**config.mk**
```make
export PLATFORM = sky130hd
export DESIGN_NAME = ioc_osc_ctrl
export DESIGN_NICKNAME = d
export VERILOG_FILES = /design/src/design/ioc_osc_ctrl.v /design/src/design/ioc_lf_capture.v
export VERILOG_INCLUDE_DIRS = /design/src /design/src/design
export SDC_FILE = /design/constraint.sdc
export NUM_CORES = 1
export LEC_CHECK = 0
export BUFFER_PORTS_ARGS = -buffer_cell sky130_fd_sc_hd__buf_2
export CAP_MARGIN = 20
export CORE_MARGIN = 4
export CORE_UTILIZATION = 46
export CTS_BUF_LIST = sky130_fd_sc_hd__clkbuf_4
export CTS_CLUSTER_SIZE = 28
export DETAILED_ROUTE_END_ITERATION = 16
export PLACE_DENSITY_LB_ADDON = 0.05
export SETUP_SLACK_MARGIN = 0.4
export SKIP_LAST_GASP = 1
export SLEW_MARGIN = 5
export SYNTH_ARGS = -nofsm -noshare
export SYNTH_HDL_FRONTEND = slang
export SYNTH_SLANG_ARGS = --single-unit
```
**constraint.sdc**
```tcl
create_clock -name clk_sys -period 1.7 [get_ports clk_sys]
set_input_delay 0.17 -clock clk_sys [delete_from_list [all_inputs] [get_ports clk_sys]]
set_output_delay 0.17 -clock clk_sys [all_outputs]
set_load 0.005 [all_outputs]
```
**src/design/ioc_osc_defs.vh**
```
// constants for the internal oscillator control block
// assumes an 8-bit special function register bus with byte addresses
`ifndef IOC_OSC_DEFS_VH
`define IOC_OSC_DEFS_VH

// ---------------------------------------------------------------
// register addresses
// ---------------------------------------------------------------
`define IOC_ADDR_HF_CTRL 8'hb2
`define IOC_ADDR_MULT 8'hb9
`define IOC_ADDR_LF_CTRL 8'h86

// ---------------------------------------------------------------
// high-frequency control fields
// ---------------------------------------------------------------
`define IOC_HF_EN_BIT 7
`define IOC_HF_RDY_BIT 6
`define IOC_HF_SUSP_BIT 5
`define IOC_HF_DIV_HI 1
`define IOC_HF_DIV_LO 0
`define IOC_HF_EN_RST 1'h1
`define IOC_HF_RDY_RST 1'h1
`define IOC_HF_SUSP_RST 1'h0
`define IOC_HF_DIV_RST 2'h0

// ---------------------------------------------------------------
// multiplier compatibility value: enabled, initialized, locked,
// input select 00, unused bits zero
// ---------------------------------------------------------------
`define IOC_MULT_VALUE 8'he0

// ---------------------------------------------------------------
// low-frequency control fields
// ---------------------------------------------------------------
`define IOC_LF_EN_BIT 7
`define IOC_LF_RDY_BIT 6
`define IOC_LF_TUNE_HI 5
`define IOC_LF_TUNE_LO 2
`define IOC_LF_DIV_HI 1
`define IOC_LF_DIV_LO 0
`define IOC_LF_EN_RST 1'h0
`define IOC_LF_DIV_RST 2'h0
`define IOC_LF_TUNE_RST 4'h0
`define IOC_LF_RDY_RST 1'h0

// ---------------------------------------------------------------
// dividers
// ---------------------------------------------------------------
`define IOC_HF_PRE_LAST 2'h3
`define IOC_DIV_SEL_8 2'h0
`define IOC_DIV_SEL_4 2'h1
`define IOC_DIV_SEL_2 2'h2
`define IOC_DIV_SEL_1 2'h3
`define IOC_DIV_LAST_8 3'h7
`define IOC_DIV_LAST_4 3'h3
`define IOC_DIV_LAST_2 3'h1
`define IOC_DIV_LAST_1 3'h0
`define IOC_READ_IDLE 8'h00

`endif

```
**src/design/ioc_osc_ctrl.v**
```verilog
// internal oscillator control: high-frequency enable, ready, suspend
// and divider, multiplier compatibility register, low-frequency
// divider, tuning, ready and the timer capture hook.
// assumes single-cycle sfr read/write strobes on clk_sys, analog
// status pins that are asynchronous, and timers on clk_sys.
//
// Operation
// - hf control bit 7 enables the hf oscillator, read/write, resets to 1.
// - hf control bit 6 reads 1 while hf oscillator runs at programmed rate.
// - writing 1 to hf control bit 5 suspends; a wake event restarts.
// - wake on port 0 match, port 1 match, timer 3 overflow, usb resume.
// - bits 4 to 2 of hf control and multiplier register read zero.
// - hf divider divides by 4 then by 8, 4, 2 or 1; resets 00.
// - multiplier register is read-only, reports present, enabled, locked multiplier.
// - multiplier enable bit 7 always reads 1.
// - multiplier lock bit 5 and initialize bit 6 always read 1.
// - multiplier input select bits 1 to 0 always read 00.
// - lf oscillator output passes through a divide by 1, 2, 4 or 8.
// - lf divider code 00 is /8, 01 /4, 10 /2, 11 /1; resets 00.
// - four-bit lf fine-tune field trims the oscillator frequency.
// - lf ready clears only on reset or a change of lf divider.
// - in capture mode timer 2 takes falling, timer 3 rising lf edges.
// - on capture the timer count is copied into its reload pair.
`timescale 1ns/100ps
`include "ioc_osc_defs.vh"

module ioc_osc_ctrl #(
   parameter TIMER_WIDTH = 16
) (
   // clock and reset
   input wire clk_sys,
   input wire arst_n,
   // sfr bus
   input wire [7:0] sfr_addr,
   input wire sfr_wr,
   input wire sfr_rd,
   input wire [7:0] sfr_wdata,
   output reg [7:0] sfr_rdata,
   // analog status pins
   input wire hf_osc_stable,
   input wire lf_osc_stable,
   input wire lf_osc_raw,
   // wake events
   input wire port0_match,
   input wire port1_match,
   input wire timer3_overflow,
   input wire usb_resume,
   // timer capture hook
   input wire tmr2_lf_capture_mode,
   input wire tmr3_lf_capture_mode,
   input wire [TIMER_WIDTH-1:0] tmr2_timer_count,
   input wire [TIMER_WIDTH-1:0] tmr3_timer_count,
   output wire [TIMER_WIDTH-1:0] tmr2_timer_reload,
   output wire tmr2_reload_load,
   output wire [TIMER_WIDTH-1:0] tmr3_timer_reload,
   output wire tmr3_reload_load,
   // oscillator controls
   output reg hf_osc_enable,
   output reg hf_osc_suspend,
   output reg [1:0] hf_divider_sel,
   output reg hf_clk_en,
   output reg wake_pulse,
   output reg lf_osc_enable,
   output reg [1:0] lf_divider_sel,
   output reg [3:0] lf_fine_tune,
   output reg lf_clk_out
);

   // ---------------------------------------------------------------
   // helpers
   // ---------------------------------------------------------------
   // last count of a divide-by-8/4/2/1 selection
   function [2:0] div_last;
      input [1:0] sel;
      begin
         case (sel)
            `IOC_DIV_SEL_8: div_last = `IOC_DIV_LAST_8;
            `IOC_DIV_SEL_4: div_last = `IOC_DIV_LAST_4;
            `IOC_DIV_SEL_2: div_last = `IOC_DIV_LAST_2;
            `IOC_DIV_SEL_1: div_last = `IOC_DIV_LAST_1;
            default: div_last = `IOC_DIV_LAST_8;
         endcase
      end
   endfunction

   // ---------------------------------------------------------------
   // pin synchronisers
   // ---------------------------------------------------------------
   reg hf_stable_m;
   reg hf_stable_s;
   reg lf_stable_m;
   reg lf_stable_s;
   reg lf_raw_m;
   reg lf_raw_s;
   reg lf_raw_d;

   always @(posedge clk_sys or negedge arst_n) begin
      if (!arst_n) begin
         hf_stable_m <= 1'b1;
         hf_stable_s <= 1'b1;
         lf_stable_m <= 1'b0;
         lf_stable_s <= 1'b0;
         lf_raw_m <= 1'b0;
         lf_raw_s <= 1'b0;
         lf_raw_d <= 1'b0;
      end else begin
         hf_stable_m <= hf_osc_stable;
         hf_stable_s <= hf_stable_m;
         lf_stable_m <= lf_osc_stable;
         lf_stable_s <= lf_stable_m;
         lf_raw_m <= lf_osc_raw;
         lf_raw_s <= lf_raw_m;
         lf_raw_d <= lf_raw_s;
      end
   end

   // ---------------------------------------------------------------
   // register decode
   // ---------------------------------------------------------------
   wire wr_hf = sfr_wr && (sfr_addr == `IOC_ADDR_HF_CTRL);
   wire wr_lf = sfr_wr && (sfr_addr == `IOC_ADDR_LF_CTRL);
   wire [1:0] wr_lf_div = sfr_wdata[`IOC_LF_DIV_HI:`IOC_LF_DIV_LO];
   wire lf_div_change = wr_lf && (wr_lf_div != lf_divider_sel);
   wire wake_event = port0_match | port1_match | timer3_overflow | usb_resume;

   reg hf_freq_ready;
   reg lf_ready_flag;

   // ---------------------------------------------------------------
   // high-frequency control
   // ---------------------------------------------------------------
   always @(posedge clk_sys or negedge arst_n) begin
      if (!arst_n) begin
         hf_osc_enable <= `IOC_HF_EN_RST;
         hf_osc_suspend <= `IOC_HF_SUSP_RST;
         hf_divider_sel <= `IOC_HF_DIV_RST;
         hf_freq_ready <= `IOC_HF_RDY_RST;
         wake_pulse <= 1'b0;
      end else begin
         wake_pulse <= hf_osc_suspend & wake_event & ~wr_hf;
         if (wr_hf) begin
            hf_osc_enable <= sfr_wdata[`IOC_HF_EN_BIT];
            hf_divider_sel <= sfr_wdata[`IOC_HF_DIV_HI:`IOC_HF_DIV_LO];
            hf_osc_suspend <= sfr_wdata[`IOC_HF_SUSP_BIT];
         end else if (hf_osc_suspend && wake_event) begin
            hf_osc_suspend <= 1'b0;
         end
         hf_freq_ready <= hf_stable_s & hf_osc_enable & ~hf_osc_suspend;
      end
   end

   // ---------------------------------------------------------------
   // high-frequency divider: fixed /4 then /8, /4, /2 or /1
   // ---------------------------------------------------------------
   reg [1:0] hf_pre_cnt;
   reg [2:0] hf_div_cnt;
   wire hf_running = hf_osc_enable & ~hf_osc_suspend;

   always @(posedge clk_sys or negedge arst_n) begin
      if (!arst_n) begin
         hf_pre_cnt <= 2'h0;
         hf_div_cnt <= 3'h0;
         hf_clk_en <= 1'b0;
      end else begin
         hf_clk_en <= 1'b0;
         if (!hf_running) begin
            hf_pre_cnt <= 2'h0;
            hf_div_cnt <= 3'h0;
         end else if (hf_pre_cnt == `IOC_HF_PRE_LAST) begin
            hf_pre_cnt <= 2'h0;
            if (hf_div_cnt >= div_last(hf_divider_sel)) begin
               hf_div_cnt <= 3'h0;
               hf_clk_en <= 1'b1;
            end else begin
               hf_div_cnt <= hf_div_cnt + 3'h1;
            end
         end else begin
            hf_pre_cnt <= hf_pre_cnt + 2'h1;
         end
      end
   end

   // ---------------------------------------------------------------
   // low-frequency control and ready flag
   // ---------------------------------------------------------------
   always @(posedge clk_sys or negedge arst_n) begin
      if (!arst_n) begin
         lf_osc_enable <= `IOC_LF_EN_RST;
         lf_divider_sel <= `IOC_LF_DIV_RST;
         lf_fine_tune <= `IOC_LF_TUNE_RST;
         lf_ready_flag <= `IOC_LF_RDY_RST;
      end else begin
         if (wr_lf) begin
            lf_osc_enable <= sfr_wdata[`IOC_LF_EN_BIT];
            lf_divider_sel <= wr_lf_div;
            lf_fine_tune <= sfr_wdata[`IOC_LF_TUNE_HI:`IOC_LF_TUNE_LO];
         end
         // a divider change restarts stabilisation, so it beats the set
         if (lf_div_change) begin
            lf_ready_flag <= 1'b0;
         end else if (lf_osc_enable && lf_stable_s) begin
            lf_ready_flag <= 1'b1;
         end
      end
   end

   // ---------------------------------------------------------------
   // low-frequency divider: toggle after n input edges
   // ---------------------------------------------------------------
   reg [2:0] lf_edge_cnt;
   wire lf_edge = lf_raw_s ^ lf_raw_d;
   reg lf_out_d;

   always @(posedge clk_sys or negedge arst_n) begin
      if (!arst_n) begin
         lf_edge_cnt <= 3'h0;
         lf_clk_out <= 1'b0;
         lf_out_d <= 1'b0;
      end else begin
         lf_out_d <= lf_clk_out;
         if (lf_div_change) begin
            lf_edge_cnt <= 3'h0;
         end else if (lf_osc_enable && lf_edge) begin
            if (lf_edge_cnt >= div_last(lf_divider_sel)) begin
               lf_edge_cnt <= 3'h0;
               lf_clk_out <= ~lf_clk_out;
            end else begin
               lf_edge_cnt <= lf_edge_cnt + 3'h1;
            end
         end
      end
   end

   // ---------------------------------------------------------------
   // timer capture hook
   // ---------------------------------------------------------------
   wire lf_fall = lf_out_d & ~lf_clk_out;
   wire lf_rise = ~lf_out_d & lf_clk_out;

   ioc_lf_capture #(
      .WIDTH(TIMER_WIDTH)
   ) u_tmr2_capture (
      .clk_sys(clk_sys),
      .arst_n(arst_n),
      .capture_mode(tmr2_lf_capture_mode),
      .edge_pulse(lf_fall),
      .timer_count(tmr2_timer_count),
      .timer_reload(tmr2_timer_reload),
      .reload_load(tmr2_reload_load)
   );

   ioc_lf_capture #(
      .WIDTH(TIMER_WIDTH)
   ) u_tmr3_capture (
      .clk_sys(clk_sys),
      .arst_n(arst_n),
      .capture_mode(tmr3_lf_capture_mode),
      .edge_pulse(lf_rise),
      .timer_count(tmr3_timer_count),
      .timer_reload(tmr3_timer_reload),
      .reload_load(tmr3_reload_load)
   );

   // ---------------------------------------------------------------
   // read path
   // ---------------------------------------------------------------
   reg [7:0] next_rdata;

   always @* begin
      next_rdata = `IOC_READ_IDLE;
      case (sfr_addr)
         `IOC_ADDR_HF_CTRL: begin
            next_rdata[`IOC_HF_EN_BIT] = hf_osc_enable;
            next_rdata[`IOC_HF_RDY_BIT] = hf_freq_ready;
            next_rdata[`IOC_HF_SUSP_BIT] = hf_osc_suspend;
            next_rdata[`IOC_HF_DIV_HI:`IOC_HF_DIV_LO] = hf_divider_sel;
         end
         `IOC_ADDR_MULT: begin
            next_rdata = `IOC_MULT_VALUE;
         end
         `IOC_ADDR_LF_CTRL: begin
            next_rdata[`IOC_LF_EN_BIT] = lf_osc_enable;
            next_rdata[`IOC_LF_RDY_BIT] = lf_ready_flag;
            next_rdata[`IOC_LF_TUNE_HI:`IOC_LF_TUNE_LO] = lf_fine_tune;
            next_rdata[`IOC_LF_DIV_HI:`IOC_LF_DIV_LO] = lf_divider_sel;
         end
         default: begin
            next_rdata = `IOC_READ_IDLE;
         end
      endcase
   end

   always @(posedge clk_sys or negedge arst_n) begin
      if (!arst_n) begin
         sfr_rdata <= `IOC_READ_IDLE;
      end else if (sfr_rd) begin
         sfr_rdata <= next_rdata;
      end
   end

endmodule // ioc_osc_ctrl

```
**src/design/ioc_lf_capture.v**
```verilog
// capture hook: copies a timer count into its reload pair on an edge
// assumes count, mode and edge pulse all come from the system clock
`timescale 1ns/100ps

module ioc_lf_capture #(
   parameter WIDTH = 16
) (
   // clock and reset
   input wire clk_sys,
   input wire arst_n,
   // capture control
   input wire capture_mode,
   input wire edge_pulse,
   input wire [WIDTH-1:0] timer_count,
   // reload pair
   output reg [WIDTH-1:0] timer_reload,
   output reg reload_load
);

   // ---------------------------------------------------------------
   // capture
   // ---------------------------------------------------------------
   always @(posedge clk_sys or negedge arst_n) begin
      if (!arst_n) begin
         timer_reload <= {WIDTH{1'b0}};
         reload_load <= 1'b0;
      end else begin
         reload_load <= capture_mode & edge_pulse;
         if (capture_mode && edge_pulse) begin
            timer_reload <= timer_count;
         end
      end
   end

endmodule // ioc_lf_capture

```
==> results.md <==
* Die Height at 91.07 um
* Pin count of the biggest net entering global routing at 30
* Asr flop ratio synth at 100.0%
* Clock Latency Late Sink at 0.39 ns
* CTS Sinks at 74
* CTS Root Cell: clkbuf_4
* Fin crit period at about 1.7 ns
* Core ar. at 0.006756 mm^2
* Cell family with most CP delay: simple AND/OR/NAND/NOR gates
* Yosys reg bits at 74
* Total number of vias at 2,758
* Worst min-delay path class: primary input to register
* Die area at between 0.008 and 0.009 mm^2
* Post-Syn Area at about 0.0032 mm^2
* Hpwl dp at between 5000 and 6000 um
* First-pass GRT wire length at roughly 13,000 um
* Seq pwr share at 51.7%
* Max-cap violations at 0
* Setup CP Type: register to register
* Maximum vdd ir drop at 0.6791 mV
* Worst R2R Path Depth at 6
* Worst EP required at approximately 2 ns
* Worst Setup End Kind: register
* Total CTS buffers at 9
* Dpl cells at 499
* FF-to-FF Start: lf_divider_sel[0]
* Synth Flop Type: dfrtp_1
* Pleak at around 2.5 nW
* Final Skew at about 0.019 ns
* Hold WS at 0.04095 ns
* Multi-input logic area at 0.001334 mm^2
* Final Hold Fails at 0
* Count of pins over their slew limit at 0
* Syn_nets at between 300 and 400
* CP startpoint: lf_divider_sel[0]
* First-pass iteration count of the detailed router at 5
* DR iter-0 viols at 72
* Worst Hold Launch: sfr_wdata[5]
* Commonest non-fill, non-tap cell in the layout: buf_2
* Worst-path maximum fanout at 4
* YS warnings at 0
* Layout cells sized above 1 at 39.46%
* R2r setup slk at 0.04 ns
* Gate power share at 28.1%
* Slew Limit Headroom at 66.24%
* RePlAce Congestion at 0.8001
* CTS H-tree depth at 3
* Antenna violations before repair at 0
* Syn Inst Count at 300
* Sequential fraction of the synthesis area at 58.49%
* Int Pwr at 3.183 mW
* Startpoint types: register
* Sequential cell area at 0.001861 mm^2
* Design area at roughly 0.0046 mm^2
* RSZ-0062 raised after global routing: yes
* Rows at 30
* Netlist cell types at 41
* Layout area overhead at 44.03%
* Grt total ovfl at 0
* CTS max path bufs at 2
* Hold-critical path depth at 3
* Worst path slowest cell: dfrtp_1
* Nets at 544
* N_diodes at 0
* Routed Antenna Nets at 0
* PD cells at 1004 mW/mm^2
* Fin crit share at 97.55%
* Fmax at about 600 MHz
* Psw at 1.407 mW
* Routed WL per cell at about 13 um
* WP data arrival at roughly 2 ns
* Via-per-instance ratio at ~4.9
* Clk pwr share at 20.2%
* Vias in the first global route at 2,712
* CTS tree: done
* DP Area at just under 0.004 mm^2
* Final std cells w/o fill at 559
* Final setup viols at 0
* Hold EP: hf_osc_suspend
* CP bufs+invs at 0
* RR Endpoint: lf_edge_cnt[0]
* Number of flops mapped to enable cells by yosys at 0
* Setup TNS at 0 ns
* Num ports at 117
* Critical path's largest stage delay at about 0.41 ns
* Crit-path cells: or2_4, ha_4, a21oi_4, o21ai_4, or3_1, a21oi_1
* Sw Ratio at 30.66%
* Worst-path clk slew at between 0.1 and 0.15 ns
* Most frequent cells in the layout: buf_2 (114), nand2_1 (105), dfrtp_1 (67)
* Gr usage total at a little under a fifth
* Drt total wl at 7437 um
* Fillcell total at 546
* Least-Margin Pin Slew at 0.5017 ns
* Initial Utilization at 46.98%
* Status: completed
* Syn avg cell area at 10.58 um^2
* IO Port Bufs at 115
* Die width at 91.07 um
* Drt drc at 0
routing by layer:
metal / up-vias / GRT usage, % / part of all wire (%)
met5: - / 0 / 0
met4: 0 / 7.161 / 1.2
met3: 6 / 4.391 / 6.4
met2: 93 / 30.41 / 48
met1: 1302 / 25.46 / 45
li1: 1357 / - / -
timing repair:
action	CTS	global route
setup endpoints to repair	41	14
hold buffers	39	0
gates resized for setup	5	10
setup buffers	4	1
endpoints found under the hold margin	84	0
pin swaps	3	5
cells by family after synthesis:
kind of cell,Yosys count,share of synthesized area (%)
muxes,11,4.690
buffers and inverters,21,2.720
adders and majority gates,9,3.548
and+or+nand+nor,151,23.10
DFF,74,58.49
xor gates and xnor gates,4,1.104
AOI/OAI and AO/OA,30,6.347
worst register-to-register path, cell delays in order, from the launching register on:
cell     delay, ns
dfrtp_1       0.41
or2_4         0.26
ha_4          0.24
a21oi_4       0.14
o21ai_4       0.09
or3_1         0.31
a21oi_1       0.12
worst max path at each step:
stage | endpoint | cells past startpoint | slack [ns]
3_3_place_gp | lf_edge_cnt[0] | 6 | 0.10
4_1_cts | lf_edge_cnt[0] | 6 | 0.08
5_1_grt | lf_clk_out | 6 | -0.02
6_report | lf_edge_cnt[0] | 6 | 0.04
2_1_floorplan | lf_edge_cnt[0] | 6 | 0.09
3_5_place_dp | lf_edge_cnt[0] | 6 | 0.07
final cells by class:
class / count / share of cell area [%]
clock buffers: 14 / 2.299
clock inverters: 2 / 0.1916
multi-input cells: 205 / 29.17
flip-flops and latches: 74 / 40.70
repair buffers: 170 / 24.25
inverters: 14 / 1.204
well taps: 80 / 2.189
sequential cells by signal (all words and copies together), names as in the netlist, 2 cells and up:
name / count
hf_pre_cnt: 2
lf_divider_sel: 2
lf_edge_cnt: 3
u_tmr3_capture.timer_reload: 16
hf_div_cnt: 3
u_tmr2_capture.timer_reload: 16
sfr_rdata: 8
lf_fine_tune: 4
hf_divider_sel: 2
power groups by stage:
stage	clock network (mW)	registers [mW]	logic, mW
floorplan	0	2.42	0.525
global placement	0	2.39	1.14
detailed placement	0	2.40	1.17
CTS	0.970	2.37	1.24
global route	1.05	2.43	1.49
finish	0.928	2.37	1.29
synthesized netlist by cell type (2+ instances only):
library cell  instances  area (um^2)
nor4_1                2        12.51
nand2_1             106        397.9
and3_1                3        18.77
clkbuf_1              6        22.52
o2111ai_1             2        17.52
nand3_1               4        20.02
ha_1                  9        112.6
inv_1                12        45.04
a21oi_1              10        50.05
dfstp_2               4        105.1
and2_1                4        25.02
nor2_1                5        18.77
xor2_1                4        35.03
nand3b_1              3        22.52
o22ai_1               3        18.77
or2_2                 2        12.51
a311oi_1              3        26.28
nor3_1                3        15.01
dfrtp_1              70         1752
mux2_2                3        33.78
a32oi_1               2        17.52
clkinv_1              2        7.510
o21ai_0               5        25.02
nand2b_1              6        37.54
o221ai_1              2        17.52
nor4b_4               2        47.55
mux2_4                7        105.1
nor2b_1               3        18.77
through the flow:
step | util, % | power [mW] | setup WS, ns
detailed placement | 58.85 | 3.564 | 0.06665
global route | 67.67 | 4.960 | -0.01943
finish | 67.67 | 4.590 | 0.04171
floorplan | - | 2.949 | 0.09482
CTS | 66.93 | 4.584 | 0.07546
global placement | 58.85 | 3.528 | 0.1008
Note: power is estimated with default switching activity, not from simulation.
